[src/cps_regs.vh]
// constants, pin level codes and register map for the control pin block
`ifndef CPS_REGS_VH
`define CPS_REGS_VH
`define CPS_LVL_L 2'h0
`define CPS_LVL_R 2'h1
`define CPS_LVL_F 2'h2
`define CPS_LVL_H 2'h3
`define CPS_REG_CFG 4'h0
`define CPS_REG_STAT 4'h1
`define CPS_CFG_SRC_LSB 0
`define CPS_SRC_LOCK 2'h0
`define CPS_SRC_CARRIER 2'h1
`define CPS_SRC_INTR 2'h2
`define CPS_CFG_RST 2'h0
`define CPS_SMB_BASE 3'h5
`define CPS_SPI_ADDR_END 5'h07
`define CPS_SPI_DATA_END 5'h0f
`define CPS_SPI_BITS 5'h10
`define CPS_BYTE_BITS 4'h8
`endif

[src/cps_regmem.v]
// small register memory with registered read data
`timescale 1ns/1ps
module cps_regmem #(
  parameter AW = 4,
  parameter DW = 8
) (
  input wire clk,
  input wire wr_en,
  input wire [AW-1:0] wr_addr,
  input wire [DW-1:0] wr_data,
  input wire [AW-1:0] rd_addr,
  output reg [DW-1:0] rd_data
);
  reg [DW-1:0] mem [0:(1<<AW)-1];

  always @(posedge clk) begin
    if (wr_en) begin
      mem[wr_addr] <= wr_data;
    end
    rd_data <= mem[rd_addr];
  end
endmodule // cps_regmem

[src/cps_ctrl_pins.v]
// control pin decode with spi and smbus target ports
`timescale 1ns/1ps
`include "cps_regs.vh"
module cps_ctrl_pins #(
  parameter AW = 4
) (
  input wire ref_clk,
  input wire srst,
  input wire [1:0] route_sel_code,
  input wire [1:0] cable_drive_swing_select,
  input wire [1:0] if_sel_code,
  input wire [1:0] target_addr_strap_lo,
  input wire [1:0] target_addr_strap_hi,
  input wire enable_pin,
  input wire enable_float,
  input wire reclk_locked,
  input wire carrier_det,
  input wire intr_req,
  input wire ss_n,
  input wire ss_n_float,
  input wire sck,
  input wire mosi,
  input wire scl,
  input wire sda_in,
  output reg sda_out,
  output reg sda_oe,
  output reg miso,
  output reg miso_oe,
  output reg lock_flag_out,
  output reg lock_flag_oe,
  output reg reclk_en,
  output reg eq_en,
  output reg [1:0] swing_sel,
  output reg power_down,
  output reg spi_sel,
  output reg smbus_sel,
  output reg [6:0] smb_addr
);
  localparam NS = 18;
  localparam S_IDLE = 4'h0;
  localparam S_ADDR = 4'h1;
  localparam S_AACK = 4'h2;
  localparam S_REG = 4'h3;
  localparam S_RACK = 4'h4;
  localparam S_WDAT = 4'h5;
  localparam S_WACK = 4'h6;
  localparam S_RDAT = 4'h7;
  localparam S_HACK = 4'h8;

  // every pin input except reclk_locked, carrier_det and intr_req crosses two flops before use
  wire [NS-1:0] raw;
  reg [NS-1:0] sy1;
  reg [NS-1:0] sy2;
  assign raw = {route_sel_code, cable_drive_swing_select, if_sel_code,
    target_addr_strap_lo, target_addr_strap_hi, enable_pin, enable_float,
    ss_n, ss_n_float, sck, mosi, scl, sda_in};

  always @(posedge ref_clk) begin
    sy1 <= raw;
    sy2 <= sy1;
  end

  wire [1:0] route_q = sy2[17:16];
  wire [1:0] swing_q = sy2[15:14];
  wire [1:0] ifsel_q = sy2[13:12];
  wire [1:0] strap_lo_q = sy2[11:10];
  wire [1:0] strap_hi_q = sy2[9:8];
  wire en_q = sy2[7] | sy2[6];
  wire ss_q = sy2[5] | sy2[4];
  wire sck_q = sy2[3];
  wire mosi_q = sy2[2];
  wire scl_q = sy2[1];
  wire sda_q = sy2[0];

  // third stage for edge finding, keeps the first flop private
  reg sck_d;
  reg scl_d;
  reg sda_d;
  wire sck_rise = sck_q & ~sck_d;
  wire sck_fall = ~sck_q & sck_d;
  wire scl_rise = scl_q & ~scl_d;
  wire scl_fall = ~scl_q & scl_d;
  wire smb_start = scl_q & sda_d & ~sda_q;
  wire smb_stop = scl_q & ~sda_d & sda_q;

  always @(posedge ref_clk) begin
    if (srst) begin
      sck_d <= 1'b0;
      scl_d <= 1'b1;
      sda_d <= 1'b1;
    end else begin
      sck_d <= sck_q;
      scl_d <= scl_q;
      sda_d <= sda_q;
    end
  end

  // straps caught once after reset release, then frozen
  reg strap_done;
  always @(posedge ref_clk) begin
    if (srst) begin
      strap_done <= 1'b0;
      smb_addr <= 7'h00;
    end else if (!strap_done) begin
      strap_done <= 1'b1;
      smb_addr <= {`CPS_SMB_BASE, strap_hi_q, strap_lo_q};
    end
  end

  // pin decode
  reg [1:0] lock_sel;
  wire next_pd = ~en_q;
  always @(posedge ref_clk) begin
    if (srst) begin
      reclk_en <= 1'b0;
      eq_en <= 1'b0;
      swing_sel <= 2'h0;
      power_down <= 1'b0;
      spi_sel <= 1'b0;
      smbus_sel <= 1'b0;
    end else begin
      power_down <= next_pd;
      spi_sel <= (ifsel_q == `CPS_LVL_F);
      smbus_sel <= (ifsel_q == `CPS_LVL_L);
      swing_sel <= swing_q;
      case (route_q)
        `CPS_LVL_L: begin
          reclk_en <= ~next_pd;
          eq_en <= ~next_pd;
        end
        `CPS_LVL_R: begin
          reclk_en <= 1'b0;
          eq_en <= ~next_pd;
        end
        `CPS_LVL_F: begin
          reclk_en <= ~next_pd;
          eq_en <= 1'b0;
        end
        default: begin
          reclk_en <= 1'b0;
          eq_en <= 1'b0;
        end
      endcase
    end
  end

  // open-drain lock flag, only ever pulled low
  reg flag_src;
  always @* begin
    case (lock_sel)
      `CPS_SRC_CARRIER: flag_src = carrier_det;
      `CPS_SRC_INTR: flag_src = intr_req;
      default: flag_src = reclk_locked;
    endcase
  end

  always @(posedge ref_clk) begin
    if (srst) begin
      lock_flag_out <= 1'b0;
      lock_flag_oe <= 1'b0;
    end else begin
      lock_flag_out <= 1'b0;
      lock_flag_oe <= flag_src;
    end
  end

  // register access shared by both ports
  reg spi_we;
  reg [AW-1:0] spi_wa;
  reg [7:0] spi_wd;
  reg smb_we;
  reg [7:0] smb_off;
  reg [7:0] smb_wd;
  reg [AW-1:0] spi_addr;
  reg [AW-1:0] rsel;
  wire [7:0] mem_rd;
  wire wr_en = spi_we | smb_we;
  wire [AW-1:0] wr_addr = smb_we ? smb_off[AW-1:0] : spi_wa;
  wire [7:0] wr_data = smb_we ? smb_wd : spi_wd;
  wire [AW-1:0] rd_addr = smbus_sel ? smb_off[AW-1:0] : spi_addr;
  wire [7:0] status = {4'h0, power_down, intr_req, carrier_det, reclk_locked};
  reg [7:0] rdata;

  cps_regmem #(
    .AW(AW),
    .DW(8)
  ) u_mem (
    .clk(ref_clk),
    .wr_en(wr_en),
    .wr_addr(wr_addr),
    .wr_data(wr_data),
    .rd_addr(rd_addr),
    .rd_data(mem_rd)
  );

  always @(posedge ref_clk) begin
    if (srst) begin
      rsel <= {AW{1'b0}};
      lock_sel <= `CPS_CFG_RST;
    end else begin
      rsel <= rd_addr;
      if (wr_en && wr_addr == `CPS_REG_CFG) begin
        lock_sel <= wr_data[`CPS_CFG_SRC_LSB+1:`CPS_CFG_SRC_LSB];
      end
    end
  end

  always @* begin
    if (rsel == `CPS_REG_CFG) begin
      rdata = {6'h00, lock_sel};
    end else if (rsel == `CPS_REG_STAT) begin
      rdata = status;
    end else begin
      rdata = mem_rd;
    end
  end

  // spi target: rw bit, 7 address bits, 8 data bits, msb first
  reg [4:0] spi_cnt;
  reg [7:0] spi_sh;
  reg [7:0] spi_tx;
  reg spi_rd;
  always @(posedge ref_clk) begin
    if (srst) begin
      spi_cnt <= 5'h00;
      spi_sh <= 8'h00;
      spi_tx <= 8'h00;
      spi_rd <= 1'b0;
      spi_addr <= {AW{1'b0}};
      spi_we <= 1'b0;
      spi_wa <= {AW{1'b0}};
      spi_wd <= 8'h00;
      miso <= 1'b0;
      miso_oe <= 1'b0;
    end else begin
      spi_we <= 1'b0;
      if (!spi_sel || ss_q) begin
        spi_cnt <= 5'h00;
        spi_tx <= 8'h00;
        miso <= 1'b0;
        miso_oe <= 1'b0;
      end else begin
        miso_oe <= 1'b1;
        if (sck_rise && spi_cnt != `CPS_SPI_BITS) begin
          spi_sh <= {spi_sh[6:0], mosi_q};
          spi_cnt <= spi_cnt + 5'h01;
          if (spi_cnt == `CPS_SPI_ADDR_END) begin
            spi_rd <= spi_sh[6];
            spi_addr <= {spi_sh[AW-2:0], mosi_q};
          end
          if (spi_cnt == `CPS_SPI_DATA_END && !spi_rd) begin
            spi_we <= 1'b1;
            spi_wa <= spi_addr;
            spi_wd <= {spi_sh[6:0], mosi_q};
          end
        end
        // miso moves on falling sck so it is steady at the host's rising edge
        if (sck_fall) begin
          if (spi_cnt == {1'b0, `CPS_BYTE_BITS} && spi_rd) begin
            miso <= rdata[7];
            spi_tx <= {rdata[6:0], 1'b0};
          end else begin
            miso <= spi_tx[7];
            spi_tx <= {spi_tx[6:0], 1'b0};
          end
        end
      end
    end
  end

  // smbus target, device never starts a transfer
  reg [3:0] smb_st;
  reg [3:0] smb_cnt;
  reg [7:0] smb_sh;
  reg [7:0] smb_tx;
  reg smb_rw;
  always @(posedge ref_clk) begin
    if (srst) begin
      smb_st <= S_IDLE;
      smb_cnt <= 4'h0;
      smb_sh <= 8'h00;
      smb_tx <= 8'h00;
      smb_rw <= 1'b0;
      smb_off <= 8'h00;
      smb_we <= 1'b0;
      smb_wd <= 8'h00;
      sda_out <= 1'b0;
      sda_oe <= 1'b0;
    end else begin
      smb_we <= 1'b0;
      sda_out <= 1'b0;
      if (!smbus_sel || smb_stop) begin
        smb_st <= S_IDLE;
        sda_oe <= 1'b0;
      end else if (smb_start) begin
        smb_st <= S_ADDR;
        smb_cnt <= 4'h0;
        sda_oe <= 1'b0;
      end else if (scl_rise) begin
        if (smb_st == S_ADDR || smb_st == S_REG || smb_st == S_WDAT) begin
          smb_sh <= {smb_sh[6:0], sda_q};
          smb_cnt <= smb_cnt + 4'h1;
        end else if (smb_st == S_RDAT) begin
          smb_cnt <= smb_cnt + 4'h1;
        end else if (smb_st == S_HACK && sda_q) begin
          smb_st <= S_IDLE; // host nack ends the read
        end
      end else if (scl_fall) begin
        case (smb_st)
          S_ADDR: begin
            if (smb_cnt == `CPS_BYTE_BITS) begin
              if (smb_sh[7:1] == smb_addr) begin
                smb_rw <= smb_sh[0];
                sda_oe <= 1'b1;
                smb_st <= S_AACK;
              end else begin
                smb_st <= S_IDLE;
              end
            end
          end
          S_REG: begin
            if (smb_cnt == `CPS_BYTE_BITS) begin
              smb_off <= smb_sh;
              sda_oe <= 1'b1;
              smb_st <= S_RACK;
            end
          end
          S_WDAT: begin
            if (smb_cnt == `CPS_BYTE_BITS) begin
              smb_we <= 1'b1;
              smb_wd <= smb_sh;
              sda_oe <= 1'b1;
              smb_st <= S_WACK;
            end
          end
          S_WACK: begin
            // offset steps after the write pulse has used it
            smb_off <= smb_off + 8'h01;
            sda_oe <= 1'b0;
            smb_cnt <= 4'h0;
            smb_st <= S_WDAT;
          end
          S_RACK: begin
            sda_oe <= 1'b0;
            smb_cnt <= 4'h0;
            smb_st <= S_WDAT;
          end
          S_AACK, S_HACK: begin
            smb_cnt <= 4'h0;
            if (smb_st == S_AACK && !smb_rw) begin
              sda_oe <= 1'b0;
              smb_st <= S_REG;
            end else begin
              sda_oe <= ~rdata[7];
              smb_tx <= {rdata[6:0], 1'b1};
              smb_st <= S_RDAT;
            end
          end
          S_RDAT: begin
            if (smb_cnt == `CPS_BYTE_BITS) begin
              sda_oe <= 1'b0;
              smb_off <= smb_off + 8'h01;
              smb_st <= S_HACK;
            end else begin
              sda_oe <= ~smb_tx[7];
              smb_tx <= {smb_tx[6:0], 1'b1};
            end
          end
          default: begin
            sda_oe <= 1'b0;
          end
        endcase
      end
    end
  end
endmodule // cps_ctrl_pins

[config.mk]
export PLATFORM = sky130hd
export DESIGN_NAME = cps_ctrl_pins
export DESIGN_NICKNAME = d
export VERILOG_FILES = /design/src/cps_regmem.v /design/src/cps_ctrl_pins.v
export VERILOG_INCLUDE_DIRS = /design/src
export SDC_FILE = /design/constraint.sdc
export NUM_CORES = 1
export LEC_CHECK = 0
export BUFFER_PORTS_ARGS = -buffer_cell sky130_fd_sc_hd__clkbuf_2
export CORE_MARGIN = 4
export CORE_UTILIZATION = 60
export CTS_CLUSTER_DIAMETER = 80
export DETAILED_ROUTE_END_ITERATION = 16
export HOLD_SLACK_MARGIN = 0.08
export PLACE_DENSITY = 0.86
export SYNTH_ARGS = -nofsm -noshare
export SYNTH_HDL_FRONTEND = slang
export SYNTH_HIERARCHICAL = 1
export SYNTH_SLANG_ARGS = --single-unit
[constraint.sdc]
create_clock -name ref_clk -period 5.25 [get_ports ref_clk]
set_input_delay 0.2625 -clock ref_clk [delete_from_list [all_inputs] [get_ports ref_clk]]
set_output_delay 0.2625 -clock ref_clk [all_outputs]
set_load 0.03 [all_outputs]
# After elaboration in Yosys (flattened, before gate mapping)
# Memories as Yosys holds them, arrays and structs flattened. A register that Yosys moved wholly into a read port is not among the register bits.
# Cells that the tools add are included.
# word_totals
mem_bits_rw	128
reg_bits	142
in_bits	23
elab_cells	205
out_inout_bits	20
mem_count	1
# op_classes
n_bitwise	29
eq_ne	41
n_reduce_logical	50
add_sub_neg	3
muxes	45
# mem_list
memory	depth	width	rd	rd_clocked_by_memory_dff	wr	line	text
u_mem.mem	16	8	1	1	1	cps_regmem.v:14	reg [DW-1:0] mem [0:(1<<AW)-1];
# op_table
op	count
two-way mux 4 bit	17
two-way mux 8 bit	8
case mux 4 bit (6 select lines)	1
case mux 8 bit (3 select lines)	1
AND reduction 7 bit	3
NOT 1 bit	18
AND reduction 9 bit	2
OR reduction 2 bit	9
== test 4 x 3 -> 1 bit (second input constant)	4
case mux 8 bit (2 select lines)	1
two-way mux 1 bit	13
!= test 2 x 1 -> 1 bit (second input constant)	6
!= test 3 x 2 -> 1 bit (second input constant)	4
!= test 4 x 3 -> 1 bit (second input constant)	3
== test 5 x 4 -> 1 bit (second input constant)	2
nonzero test 3 bit	3
adder 8 x 1 -> 8 bit (second input constant)	1
AND 1 bit	8
== test 4 x 1 -> 1 bit (second input constant)	2
== test 4 x 2 -> 1 bit (second input constant)	2
== test 4 bit (second input constant)	2
logical NOT 4 bit	2
!= test 2 bit (second input constant)	4
AND reduction 4 bit	2
29 further kinds	50

# Logic depth before layout (Yosys ltp)
# logic_depth
depth_word	7
mapped_depth	10
depth_no_buf	7

# Hierarchy
# Netlist, hierarchy kept.
# modules_own_cells
mod	area_per_inst_um2	seq_area_each_um2	instances	cells_each
cps_ctrl_pins	5396.4	2742.6	1	546
cps_regmem	5147.4	4003.8	1	229

# Least setup slack after synthesis
# OpenSTA, ideal clock, no wires.
# synth_path
path_kind	flip-flop to flip-flop
startpoint	register smb_we
endpoint	memory u_mem.mem[0][0], enable pin
setup_ns	0.383
required_time_ns	4.867
synth_period_minus_slack_ns	2.376
arrival_time_ns	1.993
path_buffers	1
setup_slack_ns	2.874
path_stages_with_launch	5
cell_sequence	dfxtp_1 -> buf_1 -> or2_2 -> or3b_2 -> nor3_1
# synth_between
elab_chain_cells	3
word_cells_on_any_way	4
classes_between	3 x mux; 1 x bitwise
# synth_lines
item	line	text
start, declared	cps_ctrl_pins.v:171	reg smb_we;
start signal, assigned	cps_ctrl_pins.v:285	smb_we <= 1'b0;
start signal, assigned	cps_ctrl_pins.v:290	smb_we <= 1'b0;
start signal, assigned	cps_ctrl_pins.v:330	smb_we <= 1'b1;
bitwise OR 1 bit	cps_ctrl_pins.v:177	wire wr_en = spi_we | smb_we;
net wr_en	cps_ctrl_pins.v:177	
two-way mux 1 bit	cps_regmem.v:17	if (wr_en) begin
two-way mux 1 bit (implied by the code)	cps_regmem.v:18	mem[wr_addr] <= wr_data;
end, declared	cps_regmem.v:14	
# The timed path passes the listed nets, and every way through them passes these cells.

# Worst setup path after layout
# layout_path
startpoint	register spi_cnt[0]
endpoint	register spi_wd[7]
# layout_between
elab_chain_cells	3
word_cells_on_any_way	5
classes_between	2 x eq/ne; 3 x reduce/logical
# layout_lines
item	line	text
start, declared	cps_ctrl_pins.v:219	reg [4:0] spi_cnt;
start signal, assigned	cps_ctrl_pins.v:246	spi_cnt <= spi_cnt + 5'h01;
!= test 5 bit (no source line) or == test 5 x 4 -> 1 bit (tied branches)	n/a	
logical AND 1 bit (on tied branches)	n/a	
AND reduction 3 bit (no source line) (*)	n/a	
end signal, assigned	cps_ctrl_pins.v:254	spi_wd <= {spi_sh[6:0], mosi_q};
end, declared	cps_ctrl_pins.v:170	reg [7:0] spi_wd;
# Mark *: on every way between the ends. The rest lies on a longest branch, timed or not.
# A chain may end at the register's enable or synchronous reset.

==> results.json <==
{
  "status": "finished, final reports clean",
  "fin_skew_ns": 0.0119,
  "fin_setup_tns_ns": 0,
  "fin_cells": 1075,
  "endpoint_kind": "flop",
  "wirelength_mm": 21.4,
  "async_flop_share_pct": 0,
  "track_usage_pct": 21.8,
  "holdPathStages": 5,
  "hp-class": "input port to flop",
  "grt_start_max_net_pins": 74,
  "synth_flop_cell": "dfxtp_1",
  "crit_buf_inv": 1,
  "drt_drc_violations_left": 0,
  "grt_pass1_wl_mm": 34.3,
  "numPortBuffers": 39,
  "route.vias.total": 6382,
  "rsz0062_at_grt": "no",
  "final_cell_mix": "dfxtp_1, edfxtp_1, nor2_1, mux2i_1, clkbuf_2",
  "crit_fanout": 13,
  "grt_overflow_total": 0,
  "worst-path-stages": 7,
  "nFillCells": 1128,
  "drv_slew": 0,
  "h-tree-depth": 1,
  "postCtsResizedCells": 0,
  "start_kind": "flop",
  "antenna_found_initial": 0,
  "dpl.cell_count": 1006,
  "clock-sinks": 273,
  "setup_violations": 0,
  "synth_edf_count": 128,
  "leakage_nw": 4.25,
  "timing.hold.ws_ns": 0.169,
  "cts_setup_buffers": 0,
  "wl_per_cell_um": 19.9,
  "max-slew-margin-rel_pct": 21.7,
  "clkTransAtPathRegs_ns": 0.06,
  "rows": 48,
  "initial_utilization_pct": 61.2,
  "synthToLayoutAreaGrowth_pct": 12.6,
  "die_h_um": 141,
  "grt_pass1_vias": 6374,
  "criticalPathCategory": "flop to flop",
  "ys_seq_area_share_pct": 64.0,
  "crit_arrival_ns": 3.51,
  "clock_latency_ns": 0.53,
  "drt_first_pass_iters": 5,
  "finalNetCount": 862,
  "diodes": 0,
  "ys_seq_elements": 273,
  "cp_top_family": "simple AND/OR/NAND/NOR gates",
  "hpwl_mm": 13.4,
  "drt-initial-drc-count": 555,
  "netlist_area_um2": 10500,
  "min_period_ns": 3.13,
  "cts_tree": "built",
  "netlist_instances": 775,
  "place.gp.congestion": 0.880,
  "core_um2": 17200,
  "viasPerCell": 5.94,
  "cp.required_ns": 5.63,
  "die_area_um2": 19800,
  "drtAntennaViolNets": 0,
  "ys_warn_count": 6,
  "r2r_cells": 7,
  "critical_path.max_stage_delay_ns": 0.96,
  "vdd_ir_drop_max_mv": 0.240,
  "cts_root_buf": "clkbuf_16",
  "maxCapViolCount": 0,
  "cp_slowest_cell": "nor4b_2",
  "ys_types": 60,
  "io_pins": 43,
  "hold_violations": 0,
  "fin_crit_sh_pct": 59.6,
  "fmax_ghz": 0.319,
  "layout_commonest_cell": "dfxtp_1",
  "power_per_cell_area_nw_per_um2": 351,
  "drive_gt1_share_pct": 15.3,
  "ctsLongestPathBuffers": 3,
  "dieWidth_um": 141,
  "cts_buffers": 27,
  "crit_chain": "inv_1 > ha_1 > and4bb_4 > nor4b_2 > and3b_1 > mux2i_1 > nor2_1",
  "worstMarginPinSlew_ns": 1.17,
  "avgSynthCellArea_um2": 13.6
}
==> sequential cells by signal, indices dropped and copies added (netlist names), 5 cells and up <==
signal         flops
spi_wd             8
smb_addr           5
spi_sh             7
u_mem/mem        128
spi_cnt            5
smb_sh             8
spi_tx             7
u_mem/rd_data      8
sy2               18
smb_wd             8
sy1               18
smb_tx             8
==> cell usage after synthesis, drive strengths merged, types with 8 or more instances <==
library cell,number,share of area (%)
a22oi,17,1.2
nor2b,13,0.77
nor2,98,3.5
a211oi,10,0.71
o21ai,13,0.62
nand2,38,1.4
mux2i,59,5.6
inv,19,0.68
clkbuf,13,0.46
mux4,32,7.3
dfxtp,145,28
edfxtp,128,36
a21oi,18,0.85
mux2,18,1.9
ha,10,1.2
nor3,21,1.0
buf,24,1.6
nand3,8,0.38
==> metal layers <==
layer | vias to the layer above | wire, um | track usage (%)
met5 | - | 0 | 0
met4 | 0 | 754 | 7.55
met3 | 58 | 1290 | 3.69
met2 | 217 | 10400 | 36.3
met1 | 3148 | 8970 | 29.2
li1 | 2959 | - | -
==> kinds of logic after synthesis <==
kind of cell	after synthesis	synth area share, %
AOI/OAI and AO/OA	82	5.29
xor gates and xnor gates	8	0.664
adders and majority gates	10	1.19
buffers and inverters	59	3.04
DFF	273	64.0
muxes	109	14.9
other	1	0.0356
and+or+nand+nor	233	10.9
==> worst reg2reg max path, delay by kind of cell (launching register included) <==
family | cells | cell delay (ns)
buffers and inverters | 1 | 0.06
DFF | 1 | 0.40
muxes | 1 | 0.28
and+or+nand+nor | 4 | 2.04
adders and majority gates | 1 | 0.21
==> final timing paths <==
check                                 from      endpoint  slack [ns]
worst min-delay path              intr_req  lock_flag_oe        0.17
worst max register to register  spi_cnt[0]     spi_wd[7]        2.12
worst min register to register      sy1[5]        sy2[5]        0.33
worst max-delay path            spi_cnt[0]     spi_wd[7]        2.12
==> power breakdown <==
group          leakage [nW]  switching [mW]  total, mW  internal, mW
logic                  1.45          0.0503     0.0834        0.0332
clock network         0.427           0.790       1.84          1.05
registers              2.37          0.0124       2.24          2.23
==> what timing repair did <==
action,4_1_cts,5_1_grt
endpoints found under the setup margin,0,0
endpoints found under the hold margin,19,0
hold buffers,19,0
==> per-stage QoR <==
step	instance area, um2	util (%)	total power, mW	setup slack, ns
CTS	11900	68.9	4.19	2.11
global route	11900	68.9	4.30	1.98
detailed placement	10800	62.8	2.36	2.12
floorplan	10600	-	2.34	2.87
finish	11900	68.9	4.16	2.12
global placement	10800	62.8	2.36	2.27
==> final cells by class <==
type / instances / area, um2 / area share (%)
sequential: 273 / 6750 / 56.8
clock buffer: 36 / 782 / 6.59
timing repair buffer: 63 / 423 / 3.56
inverter: 19 / 71.3 / 0.601
multi-input combinational: 445 / 3480 / 29.4
clock inverter: 14 / 78.8 / 0.664
tap: 225 / 282 / 2.37
(Power assumes the default switching activity.)
